$ cat src/logic/term_rx_pkg.sv
package term_rx_pkg;

  // ==========================================================================
  // Timing: base tick divided from the system clock
  // ==========================================================================
  localparam int unsigned CLK_HZ          = 25_000_000;
  localparam int unsigned BASE_TICK_HZ    = 880;
  localparam int unsigned UNIT_HZ         = 110;
  // Base tick period rounds down to whole cycles
  localparam int unsigned BASE_TICK_CYCLES = CLK_HZ / BASE_TICK_HZ;
  localparam int unsigned TICK_CNT_W      = 15;
  localparam int unsigned TICKS_PER_UNIT  = BASE_TICK_HZ / UNIT_HZ;
  localparam int unsigned PHASE_W         = 3;
  // Sample point half a unit after the frame arm
  localparam logic [2:0]  SAMPLE_PHASE    = 3'h3;
  localparam logic [2:0]  DIV_LAST        = 3'h7;

  // ==========================================================================
  // Character and buffering
  // ==========================================================================
  localparam int unsigned CHAR_BITS       = 8;
  localparam int unsigned FIFO_DEPTH      = 16;
  localparam logic [7:0]  SHREG_PRESET    = 8'hff;
  localparam logic [7:0]  SHREG_RESET     = 8'h00;

  typedef struct packed {
    logic [7:0] data;
  } rx_char_t;

  typedef struct packed {
    logic char_ready;
    logic tape_advance_release;
    logic rx_in_progress;
    logic rx_final_unit;
  } rx_status_t;

endpackage

$ cat src/logic/char_fifo.sv
`timescale 1ns/100ps
`default_nettype none

module char_fifo #(
  parameter int unsigned WIDTH = 8,
  parameter int unsigned DEPTH = 16
) (
  input  wire logic             i_clk_sys,
  input  wire logic             i_srst,
  input  wire logic             i_ce,
  input  wire logic             i_in_valid,
  output logic                  o_in_ready,
  input  wire logic [WIDTH-1:0] i_in_data,
  output logic                  o_out_valid,
  input  wire logic             i_out_ready,
  output logic [WIDTH-1:0]      o_out_data
);

  localparam int unsigned AW = $clog2(DEPTH);

  logic [WIDTH-1:0] mem [DEPTH];
  logic [AW:0]      wr_ptr;
  logic [AW:0]      rd_ptr;
  logic [AW:0]      next_wr_ptr;
  logic [AW:0]      next_rd_ptr;
  logic             push;
  logic             pop;

  // ==========================================================================
  // Flags: extra pointer bit tells full from empty
  // ==========================================================================
  assign o_out_valid = (wr_ptr != rd_ptr);
  assign o_in_ready  = (wr_ptr[AW-1:0] != rd_ptr[AW-1:0])
                       || (wr_ptr[AW] == rd_ptr[AW]);
  assign push        = i_in_valid && o_in_ready;
  assign pop         = o_out_valid && i_out_ready;
  assign o_out_data  = mem[rd_ptr[AW-1:0]];

  // Pointer advance
  always_comb begin
    next_wr_ptr = wr_ptr;
    next_rd_ptr = rd_ptr;
    if (push) begin
      next_wr_ptr = wr_ptr + 1'b1;
    end
    if (pop) begin
      next_rd_ptr = rd_ptr + 1'b1;
    end
  end

  // Storage written only, never reset; pointers guard reads
  always_ff @(posedge i_clk_sys) begin
    if (i_srst) begin
      wr_ptr <= '0;
      rd_ptr <= '0;
    end else if (i_ce) begin
      wr_ptr <= next_wr_ptr;
      rd_ptr <= next_rd_ptr;
      if (push) begin
        mem[wr_ptr[AW-1:0]] <= i_in_data;
      end
    end
  end

endmodule

`default_nettype wire

$ cat src/logic/terminal_serial_receiver.sv
// What this block does
// - 880 Hz base tick divided to 110 Hz units
// - Turn 11-unit serial frame into 8-bit character
// - Two stop units keep frame synchronization
// - Init clears activity, flag; sets tape release
// - Idle tick with start bit gives frame arm
// - Frame arm: in progress, preset ones, stop tape
// - Tape stops only between characters
// - Half-unit resample; no start bit aborts frame
// - Mid-bit shifts; first loads start zero
// - Shift after start at stage 7 ends frame
// - Final unit clears in progress, stops shifts
// - Divided ticks count two stop stages
// - Second stop stage rearms start detection
// - Ready flag drives interrupt request
// - Skip test with flag asserts skip line
// - At most ten characters per second
// - Receiver independent of transmitter
// - Keyboard and reader share one input
// - Flag clear: clear flag, release tape, clear acc
// - Read-keep gates character, flag kept
// - Read-clear does both in one cycle
`timescale 1ns/100ps
`default_nettype none

module terminal_serial_receiver #(
  parameter int unsigned BASE_TICK_CYCLES = term_rx_pkg::BASE_TICK_CYCLES
) (
  input  wire logic            i_clk_sys,
  input  wire logic            i_srst,
  input  wire logic            i_ce,
  input  wire logic            i_serial_line,
  input  wire logic            i_system_init_level,
  input  wire logic            i_flag_skip_test,
  input  wire logic            i_flag_clear_advance,
  input  wire logic            i_read_char_keep,
  input  wire logic            i_read_char_clear,
  input  wire logic            i_char_ready,
  output logic                 o_char_valid,
  output term_rx_pkg::rx_char_t o_char,
  output term_rx_pkg::rx_char_t o_bus_data,
  output logic                 o_bus_strobe,
  output logic                 o_accumulator_clear,
  output logic                 o_cpu_irq_request,
  output logic                 o_cpu_skip_line,
  output logic                 o_tape_advance_release,
  output term_rx_pkg::rx_status_t o_status
);

  // ==========================================================================
  // Line synchroniser
  // ==========================================================================
  logic line_meta;
  logic line_sync;

  // Line is asynchronous; only line_sync is ever examined
  always_ff @(posedge i_clk_sys) begin
    if (i_srst) begin
      line_meta <= 1'b1;
      line_sync <= 1'b1;
    end else if (i_ce) begin
      line_meta <= i_serial_line;
      line_sync <= line_meta;
    end
  end

  // ==========================================================================
  // Base tick and divided tick
  // ==========================================================================
  logic [term_rx_pkg::TICK_CNT_W-1:0] tick_cnt;
  logic [term_rx_pkg::TICK_CNT_W-1:0] next_tick_cnt;
  logic [term_rx_pkg::PHASE_W-1:0]    div_cnt;
  logic [term_rx_pkg::PHASE_W-1:0]    next_div_cnt;
  logic                               rx_base_tick;
  logic                               divided_tick;

  assign rx_base_tick = (tick_cnt ==
    term_rx_pkg::TICK_CNT_W'(BASE_TICK_CYCLES - 1));
  assign divided_tick = rx_base_tick
                        && (div_cnt == term_rx_pkg::DIV_LAST);

  // Free running; never restarted by a frame. The receive divider is its
  // own, so transmit activity can never disturb the sampling grid
  always_comb begin
    next_tick_cnt = rx_base_tick ? '0 : tick_cnt + 1'b1;
    next_div_cnt  = rx_base_tick ? div_cnt + 1'b1 : div_cnt;
  end

  always_ff @(posedge i_clk_sys) begin
    if (i_srst) begin
      tick_cnt <= '0;
      div_cnt  <= '0;
    end else if (i_ce) begin
      tick_cnt <= next_tick_cnt;
      div_cnt  <= next_div_cnt;
    end
  end

  // ==========================================================================
  // Receiver control and shift register
  // ==========================================================================
  logic       rx_in_progress;
  logic       false_start_check;
  logic       rx_final_unit;
  logic       stop_count_first;
  logic       stop_count_second;
  logic       char_ready;
  logic       tape_advance_release;
  logic [2:0] phase;
  logic [7:0] shreg;
  logic       next_rx_in_progress;
  logic       next_false_start_check;
  logic       next_rx_final_unit;
  logic       next_stop_count_first;
  logic       next_stop_count_second;
  logic       next_char_ready;
  logic       next_tape_advance_release;
  logic [2:0] next_phase;
  logic [7:0] next_shreg;
  logic       start_detect_arm;
  logic       rx_frame_arm;
  logic       sample_slot;
  logic       false_abort;
  logic       rx_bit_shift;
  logic       last_shift;
  logic       flag_clear;
  logic       fifo_in_ready;
  term_rx_pkg::rx_char_t char_word;

  // Full buffer holds off the next frame: back-pressure on the line
  assign start_detect_arm = !rx_in_progress && !rx_final_unit
                            && fifo_in_ready;
  assign rx_frame_arm = start_detect_arm && rx_base_tick
                        && !line_sync && !i_system_init_level;
  assign sample_slot  = rx_in_progress && rx_base_tick
                        && (phase == term_rx_pkg::SAMPLE_PHASE);
  assign false_abort  = sample_slot && false_start_check && line_sync;
  assign rx_bit_shift = sample_slot && !false_abort;
  assign last_shift   = rx_bit_shift
                        && !shreg[term_rx_pkg::CHAR_BITS-1];
  assign flag_clear   = i_flag_clear_advance || i_read_char_clear;

  // Stage 7 holds the first data bit, so reverse into data order
  for (genvar b = 0; b < term_rx_pkg::CHAR_BITS; b++) begin : g_rev
    assign char_word.data[b] = shreg[term_rx_pkg::CHAR_BITS-1-b];
  end

  // Next state of the receiver
  always_comb begin
    next_rx_in_progress       = rx_in_progress;
    next_false_start_check    = false_start_check;
    next_rx_final_unit        = rx_final_unit;
    next_stop_count_first     = stop_count_first;
    next_stop_count_second    = stop_count_second;
    next_char_ready           = char_ready;
    next_tape_advance_release = tape_advance_release;
    next_phase                = phase;
    next_shreg                = shreg;
    // Phase counts base ticks from the frame arm
    if (rx_in_progress && rx_base_tick) begin
      next_phase = phase + 1'b1;
    end
    if (rx_frame_arm) begin
      next_rx_in_progress       = 1'b1;
      next_false_start_check    = 1'b1;
      next_shreg                = term_rx_pkg::SHREG_PRESET;
      next_tape_advance_release = 1'b0;
      next_phase                = '0;
    end
    if (false_abort) begin
      next_rx_in_progress    = 1'b0;
      next_false_start_check = 1'b0;
    end
    if (rx_bit_shift) begin
      next_false_start_check = 1'b0;
      next_shreg = {shreg[term_rx_pkg::CHAR_BITS-2:0], line_sync};
    end
    if (last_shift) begin
      next_rx_final_unit  = 1'b1;
      next_rx_in_progress = 1'b0;
    end
    // Stop time counted only once shifting has ended
    if (!rx_in_progress && rx_final_unit && divided_tick) begin
      if (!stop_count_first) begin
        next_stop_count_first = 1'b1;
      end else begin
        next_stop_count_second = 1'b1;
      end
    end
    if (stop_count_second) begin
      next_rx_final_unit     = 1'b0;
      next_stop_count_first  = 1'b0;
      next_stop_count_second = 1'b0;
    end
    // A clear in the same cycle as the set loses the race
    if (flag_clear) begin
      next_char_ready = 1'b0;
      if (!rx_frame_arm) begin
        next_tape_advance_release = 1'b1;
      end
    end
    if (last_shift) begin
      next_char_ready = 1'b1;
    end
    if (i_system_init_level) begin
      next_rx_in_progress       = 1'b0;
      next_false_start_check    = 1'b0;
      next_char_ready           = 1'b0;
      next_tape_advance_release = 1'b1;
      next_rx_final_unit        = 1'b0;
      next_stop_count_first     = 1'b0;
      next_stop_count_second    = 1'b0;
    end
  end

  always_ff @(posedge i_clk_sys) begin
    if (i_srst) begin
      rx_in_progress       <= 1'b0;
      false_start_check    <= 1'b0;
      rx_final_unit        <= 1'b0;
      stop_count_first     <= 1'b0;
      stop_count_second    <= 1'b0;
      char_ready           <= 1'b0;
      tape_advance_release <= 1'b1;
      phase                <= '0;
      shreg                <= term_rx_pkg::SHREG_RESET;
    end else if (i_ce) begin
      rx_in_progress       <= next_rx_in_progress;
      false_start_check    <= next_false_start_check;
      rx_final_unit        <= next_rx_final_unit;
      stop_count_first     <= next_stop_count_first;
      stop_count_second    <= next_stop_count_second;
      char_ready           <= next_char_ready;
      tape_advance_release <= next_tape_advance_release;
      phase                <= next_phase;
      shreg                <= next_shreg;
    end
  end

  // ==========================================================================
  // Processor side: bus gating, skip, interrupt
  // ==========================================================================
  term_rx_pkg::rx_char_t next_bus_data;
  logic                  next_bus_strobe;
  logic                  next_accumulator_clear;

  // Bus reads zero unless a read instruction gates the character
  always_comb begin
    next_bus_data          = '0;
    next_bus_strobe        = i_read_char_keep || i_read_char_clear;
    next_accumulator_clear = flag_clear;
    if (next_bus_strobe) begin
      next_bus_data = char_word;
    end
  end

  always_ff @(posedge i_clk_sys) begin
    if (i_srst) begin
      o_bus_data          <= '0;
      o_bus_strobe        <= 1'b0;
      o_accumulator_clear <= 1'b0;
    end else if (i_ce) begin
      o_bus_data          <= next_bus_data;
      o_bus_strobe        <= next_bus_strobe;
      o_accumulator_clear <= next_accumulator_clear;
    end
  end

  assign o_cpu_irq_request      = char_ready;
  assign o_cpu_skip_line        = i_flag_skip_test && char_ready;
  assign o_tape_advance_release = tape_advance_release;
  assign o_status = '{char_ready, tape_advance_release,
                      rx_in_progress, rx_final_unit};

  // ==========================================================================
  // Character stream buffer, fed at the end of each frame
  // ==========================================================================
  logic [7:0] fifo_out;

  char_fifo #(
    .WIDTH (term_rx_pkg::CHAR_BITS),
    .DEPTH (term_rx_pkg::FIFO_DEPTH)
  ) u_fifo (
    .i_clk_sys   (i_clk_sys),
    .i_srst      (i_srst),
    .i_ce        (i_ce),
    .i_in_valid  (last_shift),
    .o_in_ready  (fifo_in_ready),
    .i_in_data   ({shreg[term_rx_pkg::CHAR_BITS-2:0], line_sync}),
    .o_out_valid (o_char_valid),
    .i_out_ready (i_char_ready),
    .o_out_data  (fifo_out)
  );

  // Assembled order is stage 7 first; reverse into data order
  for (genvar b = 0; b < term_rx_pkg::CHAR_BITS; b++) begin : g_out
    assign o_char.data[b] = fifo_out[term_rx_pkg::CHAR_BITS-1-b];
  end
endmodule

`default_nettype wire

$ cat config.mk
export PLATFORM = sky130hd
export DESIGN_NAME = terminal_serial_receiver
export DESIGN_NICKNAME = d
export VERILOG_FILES = /design/src/logic/term_rx_pkg.sv /design/src/logic/char_fifo.sv /design/src/logic/terminal_serial_receiver.sv
export SDC_FILE = /design/constraint.sdc
export NUM_CORES = 1
export LEC_CHECK = 0
export BUFFER_PORTS_ARGS = -buffer_cell sky130_fd_sc_hd__buf_2
export CAP_MARGIN = 20
export CORE_UTILIZATION = 35
export CTS_CLUSTER_SIZE = 10
export DETAILED_ROUTE_END_ITERATION = 10
export SLEW_MARGIN = 5
export SYNTH_ARGS = -nofsm -noshare
export SYNTH_HDL_FRONTEND = slang
export SYNTH_HIERARCHICAL = 1
export SYNTH_SLANG_ARGS = --single-unit
export TNS_END_PERCENT = 10
$ cat constraint.sdc
create_clock -name i_clk_sys -period 9.16 [get_ports i_clk_sys]
set_clock_uncertainty 0.2 [all_clocks]
set_input_delay 1.374 -clock i_clk_sys [delete_from_list [all_inputs] [get_ports i_clk_sys]]
set_output_delay 1.374 -clock i_clk_sys [all_outputs]
set_load 0.02 [all_outputs]
==> flow_summary.toml <==
[finish]
layout-drive-gt1-share_pct = 20.3
syn2layout_area_growth_pct = 13.3
final_nets = 575
num_antenna_cells = 0

[logic_synthesis]
yosys-top-cells-count = "edfxtp_1, dfxtp_1, nor2_1"
ys_types = 54
syn_inst = 510
ys_async_sr_fraction_pct = 0
synth_top_area_share_pct = 48.6
yosysMostFrequentCell = "edfxtp_1"
ys_top_cells_by_area = "edfxtp_1, dfxtp_1, mux4_1"
synth.largest_area_cell = "edfxtp_1"
synth-edff-count = 128
synth_ff_type = "edfxtp_1"
ys_warn_count = 6
netlist_area_um2 = 7920
ys_ff_latch = 190
yosysSeqAreaShare_pct = 64.2
syn_nets = 531
avgSynthCellArea_um2 = 15.5

[sta]
finalWorstSetupSlack_ns = 4.85
fin_crit_ns = 4.31
finalCritPeriodShare_pct = 47.1
tightest_slew_ns = 1.01
maxSlewHeadroom_pct = 32.9
slew_violations = 0
hold_viol_final = 0
setup_viol = 0
fin_tns_setup_ns = 0
fmax_ghz = 0.232
rsz0062_at_grt = "no"

[placement]
port_buffers = 35
routabilityCongestion = 0.756
dp_slack_ns = 5.24
hpwl_um = 10800

[power_and_ir_drop]
p_total_mw = 1.68
p_leak_nw = 3.34
p_per_area_nw_per_um2 = 188
vdd_ir_drop_max_mv = 0.117

[detailed_routing]
drt-total-wl_um = 16300
vias_per_cell = 5.30
routedWlPerCell_um = 19.2
final_antenna_net_count = 0
vias = 4489
drc_errors = 2
dr.pass1.iters = 7
drt_iter0_drc = 308

[worst_setup_path]
path_max_fanout = 32
cp-start-kind = "flop"
worstPathRequired_ns = 7.59
cp.arrival_ns = 2.74
crit_type = "flop to primary output"
end_kind = "primary output"

[clock_network]
clk_pin_slew_ns = 0.07
clk_path_buf_depth = 2
clock_latency_ns = 0.43
post-cts-setup-buffers = 0
clock-sinks = 190
cts_hold_buf = 0
numCtsBuffers = 17
htreeDepth = 4
cts_resized = 0
cts_tree = "built"
root_buffer = "clkbuf_16"

[global_routing]
antenna_found_initial = 0
grtUsageMet2_pct = 24.6
grt.total_usage_pct = 14.6
grt_start_max_net_pins = 50
met1_usage_pct = 19.0
grt_overflow_total = 0
first_global_vias = 4555
top_usage_layer = "met2"
grt_pass1_wl_um = 25600
grt.met3_usage_pct = 2.56

[job]
max_cap_violations = 0

[floorplan]
die_area_um2 = 23200
floorplan.initialDensity_pct = 35.9
ioPinCount = 36
die_w_um = 152
num_rows = 54
fp.coreArea_um2 = 22000
fp.dieH_um = 152

[outcome]
outcome = "finished, violations left"
violations = "design-rule violations"

[worst_hold_path]
min_path_type = "flop to flop"
-- cell families (layout without fill, tap and decap cells) --
| family | count (synthesis) | count (layout) | synth area share (%) |
|---|---|---|---|
| mux | 51 | 51 | 14.0 |
| buf+inv | 39 | 96 | 2.91 |
| simple gates | 139 | 139 | 9.45 |
| xor+xnor | 19 | 19 | 2.10 |
| fa+ha+maj | 11 | 11 | 1.74 |
| flops | 190 | 190 | 64.2 |
| compound gates | 61 | 61 | 5.55 |
-- placed cells by master (no fill, tap or decap), types with 5 or more instances in the layout --
cell type,instances
edfxtp_1,128
dfxtp_1,61
nor2_1,37
buf_2,35
mux4_1,24
nand2_1,23
buf_4,18
a21oi_1,17
clkbuf_16,17
mux4_2,16
xnor2_1,12
inv_1,11
nand2b_1,11
nor3_1,11
ha_1,11
nand3_1,10
o21ai_0,9
nand4_1,9
nor4_1,8
a22oi_1,8
o221a_2,7
xor2_1,7
nor2b_1,6
mux2_1,6
mux2i_1,5
inv_8,5
-- sequential cells by signal, indices dropped and copies added (netlist names), named ones only --
name,count
stop_count_first,1
o_cpu_irq_request,1
shreg,8
u_fifo/wr_ptr,5
rx_in_progress,1
u_fifo/mem,128
o_bus_strobe,1
stop_count_second,1
div_cnt,3
phase,3
line_meta,1
u_fifo/rd_ptr,5
tick_cnt,15
o_bus_data,8
o_tape_advance_release,1
line_sync,1
rx_final_unit,1
o_accumulator_clear,1
false_start_check,1
-- cell type report --
class / count / area, µm²
Fill cell: 1968 / 13100
Sequential cell: 190 / 5090
Multi-Input combinational cell: 281 / 2600
Clock buffer: 18 / 429
Tap cell: 280 / 350
Timing Repair Buffer: 53 / 310
Clock inverter: 14 / 153
Inverter: 11 / 41.3
-- worst max-delay path, stage by stage (launching register included) --
cell and delay, ns:
dfxtp_2 0.99, mux4_1 0.66, mux4_2 0.47, buf_2 0.18
-- worst paths after layout --
path / startpoint / endpoint / cells after the start / slack, ns
max: flop / o_char[3] / 3 / 4.85
min: div_cnt[1] / div_cnt[1] / 2 / 0.26
max reg2reg: tick_cnt[3] / u_fifo/mem[1][5] / 7 / 5.72
min reg2reg: div_cnt[1] / div_cnt[1] / 2 / 0.26
-- layer usage --
metal	vias to the layer above	routed length [µm]
li1	2097	-
met1	2260	7110
met2	119	8230
met3	13	796
met4	0	152
met5	-	0
-- stage by stage --
stage               cell area [µm²]  hold WS, ns  std cells  utilization, %
floorplan                      7920        0.236        510               -
global placement               8390        0.245        815            38.1
detailed placement             8390        0.253        815            38.1
CTS                            8970        0.261        847            40.7
global route                   8970        0.285        847            40.7
finish                         8970        0.262        847            40.7
-- power breakdown --
part           switching (mW)  internal, mW  leakage [nW]  total, mW
logic                  0.0218        0.0181          1.12     0.0400
registers              0.0117         0.908          1.94      0.919
clock network           0.338         0.386         0.280      0.725
Note: power is estimated with default switching activity, not from simulation.
